### config.mk
export PLATFORM = sky130hd
export DESIGN_NAME = slcd_top
export DESIGN_NICKNAME = d
export VERILOG_FILES = /design/src/rtl/slcd_pkg.sv /design/src/rtl/slcd_quick_lut.sv /design/src/rtl/slcd_top.sv
export VERILOG_INCLUDE_DIRS = /design/src /design/src/rtl
export SDC_FILE = /design/constraint.sdc
export NUM_CORES = 1
export LEC_CHECK = 0
export ABC_CLOCK_PERIOD_IN_PS = 3100
export BUFFER_PORTS_ARGS = -buffer_cell sky130_fd_sc_hd__buf_4
export CORE_UTILIZATION = 56
export DETAILED_ROUTE_END_ITERATION = 12
export PLACE_DENSITY = 0.89
export SYNTH_ARGS = -nofsm -noshare
export SYNTH_HDL_FRONTEND = slang
export SYNTH_SLANG_ARGS = --single-unit
### constraint.sdc
create_clock -name I_MCLK -period 3.1 [get_ports I_MCLK]
set_input_delay 0.62 -clock I_MCLK [delete_from_list [all_inputs] [get_ports I_MCLK]]
set_output_delay 0.62 -clock I_MCLK [all_outputs]
set_load 0.05 [all_outputs]
### src/rtl/slcd_consts.svh
// register offsets, field positions, reset values and counts of the link setup
`ifndef SLCD_CONSTS_SVH
`define SLCD_CONSTS_SVH

`define SLCD_ADDR_W          12
`define SLCD_OFF_LANE_RATE   12'h56e
`define SLCD_OFF_QUICK       12'h570
`define SLCD_OFF_LINK_CTRL   12'h574
`define SLCD_OFF_LINK_STAT   12'h575
`define SLCD_LOW_RATE_BIT    4
`define SLCD_PWR_UP_BIT      0
`define SLCD_RST_LANE_RATE   8'h00
`define SLCD_RST_QUICK       8'h88
`define SLCD_RST_LINK_CTRL   8'h00
`define SLCD_NPRIME          8'h10
`define SLCD_RATE_NUM        4'ha
`define SLCD_RATE_DEN        4'h8
`define SLCD_CS_MAX          2'h3
`define SLCD_N_MIN           5'h08
`define SLCD_N_MAX           5'h10
`define SLCD_K_DIV           4'h4

`endif

### src/rtl/slcd_pkg.sv
// types shared by the link configuration decoder
package slcd_pkg;
	typedef enum logic [1:0] {
		SLCD_DOWN,
		SLCD_APPLY,
		SLCD_UP
	} slcd_link_t;

	typedef struct packed {
		logic       valid;
		logic [3:0] lanes;
		logic [3:0] convs;
		logic [4:0] octets;
		logic [3:0] samples;
		logic       hd;
	} slcd_cfg_t;
endpackage

### src/rtl/slcd_quick_lut.sv
// quick configuration code to transport parameter table, registered output
`timescale 1ns/1ps
`default_nettype none

module slcd_quick_lut (
	input  wire logic                i_clk,
	input  wire logic                i_rst_b,
	input  wire logic [7:0]          i_code,
	output var  slcd_pkg::slcd_cfg_t o_cfg
);
	typedef struct packed {
		slcd_pkg::slcd_cfg_t cfg;
	} slcd_lut_state_t;

	slcd_lut_state_t st_r;
	slcd_lut_state_t st_nxt;

	// --------------------------------------------------------------
	// lookup of lanes, converters, octets, samples, high density
	// --------------------------------------------------------------
	always_comb begin
		st_nxt = '{cfg: '0};
		case (i_code)
			8'h01: st_nxt.cfg = '{1'b1, 4'h1, 4'h1, 5'h02, 4'h1, 1'b0};
			8'h40: st_nxt.cfg = '{1'b1, 4'h2, 4'h1, 5'h01, 4'h1, 1'b1};
			8'h41: st_nxt.cfg = '{1'b1, 4'h2, 4'h1, 5'h02, 4'h2, 1'b0};
			8'h80: st_nxt.cfg = '{1'b1, 4'h4, 4'h1, 5'h01, 4'h2, 1'b1};
			8'h81: st_nxt.cfg = '{1'b1, 4'h4, 4'h1, 5'h02, 4'h4, 1'b0};
			8'hc0: st_nxt.cfg = '{1'b1, 4'h8, 4'h1, 5'h01, 4'h4, 1'b1};
			8'hc1: st_nxt.cfg = '{1'b1, 4'h8, 4'h1, 5'h02, 4'h8, 1'b0};
			8'h0a: st_nxt.cfg = '{1'b1, 4'h1, 4'h2, 5'h04, 4'h1, 1'b0};
			8'h49: st_nxt.cfg = '{1'b1, 4'h2, 4'h2, 5'h02, 4'h1, 1'b0};
			8'h88: st_nxt.cfg = '{1'b1, 4'h4, 4'h2, 5'h01, 4'h1, 1'b1};
			8'h89: st_nxt.cfg = '{1'b1, 4'h4, 4'h2, 5'h02, 4'h2, 1'b0};
			8'hc8: st_nxt.cfg = '{1'b1, 4'h8, 4'h2, 5'h01, 4'h2, 1'b1};
			8'hc9: st_nxt.cfg = '{1'b1, 4'h8, 4'h2, 5'h02, 4'h4, 1'b0};
			8'h13: st_nxt.cfg = '{1'b1, 4'h1, 4'h4, 5'h08, 4'h1, 1'b0};
			8'h52: st_nxt.cfg = '{1'b1, 4'h2, 4'h4, 5'h04, 4'h1, 1'b0};
			8'h91: st_nxt.cfg = '{1'b1, 4'h4, 4'h4, 5'h02, 4'h1, 1'b0};
			8'hd0: st_nxt.cfg = '{1'b1, 4'h8, 4'h4, 5'h01, 4'h1, 1'b1};
			8'hd1: st_nxt.cfg = '{1'b1, 4'h8, 4'h4, 5'h02, 4'h2, 1'b0};
			8'h1c: st_nxt.cfg = '{1'b1, 4'h1, 4'h8, 5'h10, 4'h1, 1'b0};
			8'h5b: st_nxt.cfg = '{1'b1, 4'h2, 4'h8, 5'h08, 4'h1, 1'b0};
			8'h9a: st_nxt.cfg = '{1'b1, 4'h4, 4'h8, 5'h04, 4'h1, 1'b0};
			8'hd9: st_nxt.cfg = '{1'b1, 4'h8, 4'h8, 5'h02, 4'h1, 1'b0};
			default: st_nxt.cfg = '0; // unsupported code
		endcase
	end

	// --------------------------------------------------------------
	// output register
	// --------------------------------------------------------------
	always_ff @(posedge i_clk or negedge i_rst_b) begin
		if (!i_rst_b) begin
			st_r <= '{cfg: '0};
		end else begin
			st_r <= st_nxt;
		end
	end

	assign o_cfg = st_r.cfg;
endmodule // slcd_quick_lut

`default_nettype wire

### src/rtl/slcd_top.sv
// link configuration decoder: registers, quick code decode, lane rate mode
//
// Summary of operation
// - serializer clock comes from a PLL at lane rate; mode bit steers it.
// - all serial lanes belong to one single link.
// - lanes, converters and octets per frame come from the quick code.
// - lane rate is M times N' times 10/8 times output rate over L.
// - one-converter quick codes decode to the listed parameter sets.
// - two-converter quick codes decode to the listed parameter sets.
// - four and eight converter codes decode to the listed sets.
// - N is 8 to 16, N' is 16, CS 0 to 3, K divisible by 4.
`timescale 1ns/1ps
`default_nettype none
`include "slcd_consts.svh"

module slcd_top (
	input  wire logic        I_MCLK,
	input  wire logic        I_RST_B,
	input  wire logic [11:0] I_ADDR,
	input  wire logic [7:0]  I_WDATA,
	input  wire logic        I_WR,
	input  wire logic        I_RD,
	output logic      [7:0]  O_RDATA,
	output logic             O_LINK_UP,
	output logic             O_LOW_RATE_MODE,
	output logic      [3:0]  O_LANES,
	output logic      [3:0]  O_CONVS,
	output logic      [4:0]  O_OCTETS,
	output logic      [3:0]  O_SAMPLES,
	output logic             O_HD,
	output logic      [7:0]  O_NPRIME,
	output logic      [3:0]  O_LANE_EN,
	output logic      [3:0]  O_RATE_MULT
);
	typedef struct packed {
		logic [7:0]              lane_rate;
		logic [7:0]              quick;
		logic [7:0]              link_ctrl;
		logic [7:0]              rdata;
		slcd_pkg::slcd_link_t    link;
		slcd_pkg::slcd_cfg_t     act;
		logic                    low_rate;
		logic                    bad_code;
		logic [3:0]              lane_en;
		logic [3:0]              rate_mult;
	} slcd_state_t;

	logic                rst_s1_r;
	logic                rst_b_r;
	slcd_state_t         st_r;
	slcd_state_t         st_nxt;
	slcd_pkg::slcd_cfg_t lut_cfg;

	// --------------------------------------------------------------
	// reset release through two flip-flops
	// --------------------------------------------------------------
	always_ff @(posedge I_MCLK or negedge I_RST_B) begin
		if (!I_RST_B) begin
			rst_s1_r <= 1'b0;
			rst_b_r  <= 1'b0;
		end else begin
			rst_s1_r <= 1'b1;
			rst_b_r  <= rst_s1_r;
		end
	end

	// --------------------------------------------------------------
	// quick code table
	// --------------------------------------------------------------
	slcd_quick_lut u_lut (
		.i_clk   (I_MCLK),
		.i_rst_b (rst_b_r),
		.i_code  (st_r.quick),
		.o_cfg   (lut_cfg)
	);

	// --------------------------------------------------------------
	// register writes, power sequence and read data
	// --------------------------------------------------------------
	always_comb begin
		st_nxt = st_r;
		st_nxt.rdata = 8'h00;
		if (I_WR) begin
			case (I_ADDR)
				`SLCD_OFF_LANE_RATE: st_nxt.lane_rate = I_WDATA;
				`SLCD_OFF_QUICK:     st_nxt.quick = I_WDATA;
				`SLCD_OFF_LINK_CTRL: st_nxt.link_ctrl = I_WDATA;
				default: st_nxt.lane_rate = st_r.lane_rate;
			endcase
		end
		// link power state: setup is latched only on the power-up step
		case (st_r.link)
			slcd_pkg::SLCD_DOWN: begin
				if (st_r.link_ctrl[`SLCD_PWR_UP_BIT]) begin
					st_nxt.link = slcd_pkg::SLCD_APPLY;
				end
			end
			slcd_pkg::SLCD_APPLY: begin
				if (lut_cfg.valid) begin
					st_nxt.act = lut_cfg;
					st_nxt.bad_code = 1'b0;
				end else begin
					st_nxt.bad_code = 1'b1;
				end
				st_nxt.low_rate = st_r.lane_rate[`SLCD_LOW_RATE_BIT];
				st_nxt.link = slcd_pkg::SLCD_UP;
			end
			slcd_pkg::SLCD_UP: begin
				if (!st_r.link_ctrl[`SLCD_PWR_UP_BIT]) begin
					st_nxt.link = slcd_pkg::SLCD_DOWN;
				end
			end
			default: st_nxt.link = slcd_pkg::SLCD_DOWN;
		endcase
		// one link: lanes enabled from lane 0 upward, all one group
		case (st_r.act.lanes)
			4'h1: st_nxt.lane_en = 4'h1;
			4'h2: st_nxt.lane_en = 4'h3;
			4'h4: st_nxt.lane_en = 4'hf;
			4'h8: st_nxt.lane_en = 4'hf;
			default: st_nxt.lane_en = 4'h0;
		endcase
		if (st_r.link != slcd_pkg::SLCD_UP) begin
			st_nxt.lane_en = 4'h0;
		end
		// lane rate in units of f_out: M*16*10/8/L = M*20/L, over 2.5
		case (st_r.act.lanes)
			4'h1: st_nxt.rate_mult = {st_r.act.convs[0], 3'h0}; // wraps at 16
			4'h2: st_nxt.rate_mult = {st_r.act.convs[1:0], 2'h0};
			4'h4: st_nxt.rate_mult = {st_r.act.convs[2:0], 1'b0};
			default: st_nxt.rate_mult = st_r.act.convs;
		endcase
		if (I_RD) begin
			case (I_ADDR)
				`SLCD_OFF_LANE_RATE: st_nxt.rdata = st_r.lane_rate;
				`SLCD_OFF_QUICK:     st_nxt.rdata = st_r.quick;
				`SLCD_OFF_LINK_CTRL: st_nxt.rdata = st_r.link_ctrl;
				`SLCD_OFF_LINK_STAT: st_nxt.rdata = {5'h00, st_r.bad_code,
					st_r.low_rate, st_r.link == slcd_pkg::SLCD_UP};
				default: st_nxt.rdata = 8'h00;
			endcase
		end
	end

	// --------------------------------------------------------------
	// state register
	// --------------------------------------------------------------
	always_ff @(posedge I_MCLK or negedge rst_b_r) begin
		if (!rst_b_r) begin
			st_r <= '{lane_rate: `SLCD_RST_LANE_RATE,
				quick: `SLCD_RST_QUICK,
				link_ctrl: `SLCD_RST_LINK_CTRL,
				rdata: 8'h00,
				link: slcd_pkg::SLCD_DOWN,
				act: '0,
				low_rate: 1'b0,
				bad_code: 1'b0,
				lane_en: 4'h0,
				rate_mult: 4'h0};
		end else begin
			st_r <= st_nxt;
		end
	end

	// --------------------------------------------------------------
	// outputs from flip-flops, except O_LINK_UP (decoded from the link state) and O_NPRIME (a constant)
	// --------------------------------------------------------------
	assign O_RDATA         = st_r.rdata;
	assign O_LINK_UP       = (st_r.link == slcd_pkg::SLCD_UP);
	assign O_LOW_RATE_MODE = st_r.low_rate;
	assign O_LANES         = st_r.act.lanes;
	assign O_CONVS         = st_r.act.convs;
	assign O_OCTETS        = st_r.act.octets;
	assign O_SAMPLES       = st_r.act.samples;
	assign O_HD            = st_r.act.hd;
	assign O_NPRIME        = `SLCD_NPRIME;
	assign O_LANE_EN       = st_r.lane_en;
	assign O_RATE_MULT     = st_r.rate_mult;
endmodule // slcd_top

`default_nettype wire

## Word level (Yosys, flattened, before mapping)

Index checks and enable logic that the tools add are counted.

- Bits in registers: 83
- Bits of input ports: 24
- Output and inout port bits: 44
- Word-level logic and storage cells: 74

- Eq/ne operators: 35
- Mux-type cells: 10
- Reduce and logical (&&, ||, !) cells: 7

Operators with widths:

| cell | count |
|---|---|
| $pmux 19 s22 | 1 |
| $eq 8x8->1 const B | 13 |
| $eq 12x11->1 const B | 4 |
| $eq 8x7->1 const B | 5 |
| $pmux 8 s4 | 1 |
| $pmux 4 s3 | 2 |
| $eq 8x5->1 const B | 2 |
| $reduce_and 2->1 | 5 |
| $eq 8x1->1 const B | 1 |
| $eq 8x4->1 const B | 1 |
| $mux 8 | 1 |
| $ne 2x2->1 const B | 3 |
| $pmux 2 s3 | 1 |
| $eq 4x1->1 const B | 1 |
| $eq 4x2->1 const B | 1 |
| $eq 4x3->1 const B | 1 |
| $eq 4x4->1 const B | 1 |
| $mux 2 | 2 |
| $mux 4 | 1 |
| $eq 2x1->1 const B | 1 |
| $eq 2x2->1 const B | 1 |
| $logic_not 2->1 | 1 |
| $reduce_or 2->1 | 1 |
| $mux 1 | 1 |

## Logic depth before layout (Yosys ltp)

- Depth in word-level cells: 4
- Mapped depth: 6
- Gate-level depth less buffers: 4

## Modules after synthesis

From an unflattened synthesis, not the netlist that was laid out.

- Cells, all modules: 382
- Area, all modules: 4206.5 µm²

By module, submodules not included:

| module | instances | cells each | area an instance (µm²) | sequential area each (µm²) |
|---|---|---|---|---|
| slcd_top | 1 | 264 | 3109.2 | 1579.0 |
| slcd_quick_lut | 1 | 118 | 1097.3 | 450.4 |

## Least setup slack after synthesis

Ideal clock, no wire load.

- Path type: input to register
- Start: input port I_ADDR[1]
- End: register st_r[49] (netlist bit)
- Library setup time: 0.128 ns
- Arrival time: 1.669 ns
- Required time: 2.972 ns
- Path slack: 1.303 ns
- Cell stages on the path: 4
- Path buffers: 0
- Cells stage by stage: or3b_4 -> nor2_4 -> nand2_2 -> mux2_1

- Word-level cells in the longest chain between the ends: 2

Ends and longest elaborated chain:

| what | RTL line | RTL |
|---|---|---|
| from (decl) | slcd_top.sv:19 | `input wire logic [11:0] I_ADDR,` |
| $eq 12x11->1 | slcd_top.sv:84 | `case (I_ADDR)` |
| $reduce_and 2->1 (no line) | - |  |
| to (signal assigned) | slcd_top.sv:150 | `` st_r <= '{lane_rate: `SLCD_RST_LANE_RATE, `` |
| to (signal assigned) | slcd_top.sv:161 | `st_r <= st_nxt;` |
| to (decl) | slcd_top.sv:50 | `slcd_state_t st_r;` |

Every way passes these cells.
A chain may end at the register's enable or synchronous reset.

==> impl_metrics.yaml <==
routing:
  dr.pass1.iters: 4
  drt-initial-drc-count: 348
  detail_route.wl_per_cell_um: 16.10
  route.vias.total: 2614
  final_antenna_net_count: 0
  vias_per_cell: 5.796
  drt_drc_violations_left: 0
  finalWirelength_mm: 7.260
sta:
  finalSetupTns_ps: 0
  timing.slew.headroom_pct: 44.12
  finalHoldViolCount: 0
  final-max-slew-violation-count: 0
  grt_setup_unrepaired: "no"
  timing_worst_slew_pin_value_ps: 838.2
  ratio_of_final_minimum_period_to_clock_period_pct: 62.38
  clock_skew_ps: 9.888
  min_period_ps: 1934
  setup_viol: 0
  timing.fmax_mhz: 517.1
logic_synthesis:
  ys_seq_area_share_pct: 51.33
  synth-async-reset-ratio_pct: 100.0
  yosys.cell_types.count: 52
  ys.flop_type: "sky130_fd_sc_hd__dfrtp_1"
  synth.avg_cell_area_um2: 11.22
  synth_cells: 348
  ys_seq_elements: 80
  synth_enable_flop_cells: 0
  yosys_warnings: 0
  synthesis.area_um2: 3905
die:
  design.core.area_um2: 6756
  die_area_um2: 7311
  chipHeight_um: 85.51
  row_count: 30
  initial_utilization_pct: 57.80
  ioPinCount: 68
  die_w_um: 85.51
clock_tree:
  insertion_delay_ps: 340
  cts_repair_resize_count: 0
  clkSinkCount: 80
  tritoncts: "yes"
  deepest_level_of_the_cts_h_tree: 3
  clkTransAtPathRegs_ps: 70
  cts_buffers: 9
  ctsLongestPathBuffers: 2
  post-cts-setup-buffer-count: 0
  hold_buffers: 0
  cts_root_buffer: "sky130_fd_sc_hd__clkbuf_8"
grt:
  grt_remaining_overflow: 0
  grt_first_pass_wirelength_mm: 12.26
  via_count_of_the_first_global_routing_pass: 2585
  grt_antenna_before_repair: 0
  track_usage_pct: 21.53
  grt_start_max_net_pins: 41
worst_setup_path:
  r2r_cells: 4
  r2r_start: "st_r[53]"
  critical_path_class: "flop to flop"
  crit_arrival_ps: 2150
  critical_path_sink_type: "flop"
  critPathLaunchType: "flop"
  worst_ep_required_time_ps: 3320
  crit_fanout: 21
  r2r_slack_ps: 1170
  worst_r2r_endpoint: "u_lut.o_cfg[1]"
min_path:
  holdCritPathClass: "input pin to async pin"
power_and_ir_drop:
  peakVddDrop_mv: 0.2763
  power.leakage_nw: 2.156
  finalPower_w: 0.001917
  cellPowerDensity_nw_per_um2: 445.6
final_layout:
  antenna_cells_inserted: 0
  area_growth_syn_to_layout_pct: 10.19
  layout.nets: 390
  final_layout_size_suffix_gt1_share_pct: 35.31
status:
  run_status: "finished clean"
flow_run:
  maxCapViolCount: 0
place:
  place_congestion: 0.8645
  port_buffers: 59
  dp_hpwl_mm: 5.011
-- Yosys cell counts (2+ instances only) --
cell,count,area (µm²)
sky130_fd_sc_hd__a211oi_1,5,37.54
sky130_fd_sc_hd__a21o_1,2,15.01
sky130_fd_sc_hd__a21oi_1,11,55.05
sky130_fd_sc_hd__a221oi_1,4,35.03
sky130_fd_sc_hd__a222oi_1,5,50.05
sky130_fd_sc_hd__a31oi_1,3,18.77
sky130_fd_sc_hd__and2b_1,2,15.01
sky130_fd_sc_hd__and3_1,3,18.77
sky130_fd_sc_hd__buf_2,10,50.05
sky130_fd_sc_hd__buf_4,43,322.8
sky130_fd_sc_hd__clkbuf_1,6,22.52
sky130_fd_sc_hd__conb_1,2,7.510
sky130_fd_sc_hd__dfrtp_1,78,1952
sky130_fd_sc_hd__dfstp_2,2,52.55
sky130_fd_sc_hd__inv_1,10,37.54
sky130_fd_sc_hd__mux2_1,3,33.78
sky130_fd_sc_hd__mux2_2,39,439.2
sky130_fd_sc_hd__nand2_1,15,56.30
sky130_fd_sc_hd__nand2_2,3,18.77
sky130_fd_sc_hd__nand2b_1,5,31.28
sky130_fd_sc_hd__nand3_1,3,15.01
sky130_fd_sc_hd__nand3b_1,7,52.55
sky130_fd_sc_hd__nand4_1,7,43.79
sky130_fd_sc_hd__nor2_1,17,63.81
sky130_fd_sc_hd__nor2_4,2,22.52
sky130_fd_sc_hd__nor2b_1,5,31.28
sky130_fd_sc_hd__nor3_1,10,50.05
sky130_fd_sc_hd__nor4_1,4,25.02
sky130_fd_sc_hd__o21ai_0,10,50.05
sky130_fd_sc_hd__o2bb2ai_1,2,17.52
sky130_fd_sc_hd__o32ai_1,2,17.52
sky130_fd_sc_hd__or2_2,2,12.51
sky130_fd_sc_hd__or3b_2,2,17.52
sky130_fd_sc_hd__or4_1,2,15.01
sky130_fd_sc_hd__xor2_1,5,43.79
-- routing by layer --
| metal | global-route usage, % | up-vias | wire length, µm |
|---|---|---|---|
| met2 | 34.91 | 100 | 3576 |
| li1 | - | 1223 | - |
| met4 | 8.030 | 0 | 95 |
| met5 | 0 | - | 0 |
| met3 | 4.716 | 11 | 365 |
| met1 | 28.71 | 1280 | 3223 |
-- state kept, by name, summed over array words and instances, names as in the netlist --
signal	count
O_LANE_EN	3
st_r	27
O_OCTETS	5
O_SAMPLES	4
rst_s1_r	1
u_lut.o_cfg	18
O_RATE_MULT	4
rst_b_r	1
O_CONVS	4
O_LOW_RATE_MODE	1
O_RDATA	8
O_LANES	4
-- cells in the final DEF (no fill, tap or decap), drive strengths merged, types with 3 or more instances in the layout --
| cell | Yosys | routed |
|---|---|---|
| a211oi | 5 | 5 |
| a21oi | 11 | 11 |
| a221oi | 4 | 4 |
| a222oi | 5 | 5 |
| a31oi | 3 | 3 |
| and3 | 3 | 3 |
| buf | 54 | 60 |
| clkbuf | 6 | 11 |
| conb | 2 | 9 |
| dfrtp | 78 | 78 |
| inv | 10 | 10 |
| mux2 | 42 | 42 |
| nand2 | 18 | 18 |
| nand2b | 5 | 5 |
| nand3 | 3 | 3 |
| nand3b | 7 | 7 |
| nand4 | 7 | 7 |
| nor2 | 19 | 19 |
| nor2b | 5 | 5 |
| nor3 | 10 | 10 |
| nor4 | 5 | 5 |
| o21ai | 10 | 10 |
| or3b | 3 | 3 |
| xor2 | 5 | 5 |
-- critical path: stages, from the launching register on --
cell,delay [ps]
sky130_fd_sc_hd__dfrtp_1,760
sky130_fd_sc_hd__or3b_2,490
sky130_fd_sc_hd__o21ai_0,150
sky130_fd_sc_hd__a211oi_1,130
sky130_fd_sc_hd__o311ai_1,290
-- cell type report --
type | count | area [µm²]
Sequential cell | 80 | 2006
Inverter | 10 | 37.54
Timing Repair Buffer | 60 | 462.9
Tap cell | 80 | 100.1
Multi-Input combinational cell | 205 | 1490
Fill cell | 531 | 2454
Clock inverter | 5 | 55.05
Clock buffer | 11 | 151.4
-- power breakdown --
part | switching (W) | leakage [nW] | internal (W)
sequential | 0.0000135 | 1.10 | 0.00105
combinational | 0.0000533 | 0.951 | 0.0000308
clock | 0.000359 | 0.101 | 0.000413
-- worst max-delay path by stage --
| stage | cells past startpoint | from | slack (ps) | to |
|---|---|---|---|---|
| after CTS | 3 | st_r[29] | 1170 | O_LINK_UP |
| after floorplan | 0 | rst_b_r | 710 | O_CONVS[0] |
| after global routing | 4 | st_r[53] | 1100 | u_lut.o_cfg[1] |
| after global placement | 5 | I_ADDR[1] | 1070 | st_r[41] |
| after detailed placement | 5 | I_ADDR[1] | 1010 | st_r[40] |
| final | 4 | st_r[53] | 1170 | u_lut.o_cfg[1] |
-- cells by family after synthesis --
group	synth area share, %
and+or+nand+nor	14.10
DFF	51.33
buffers and inverters	11.18
AOI/OAI and AO/OA	9.485
muxes	12.11
xor gates and xnor gates	1.346
other	0.1923
adders and majority gates	0.2563
-- stage by stage --
step	hold WS (ps)	instances	setup WS, ps	cell area (µm²)	util (%)
3_5_place_dp	335.7	435	1007	4096	60.63
5_1_grt	25.21	451	1095	4303	63.69
4_1_cts	31.15	451	1173	4303	63.69
6_report	44.05	451	1166	4303	63.69
3_3_place_gp	332.8	435	1072	4096	60.63
2_1_floorplan	324.4	355	710.5	3931	-
No activity file was read; power rests on OpenSTA's default activity.
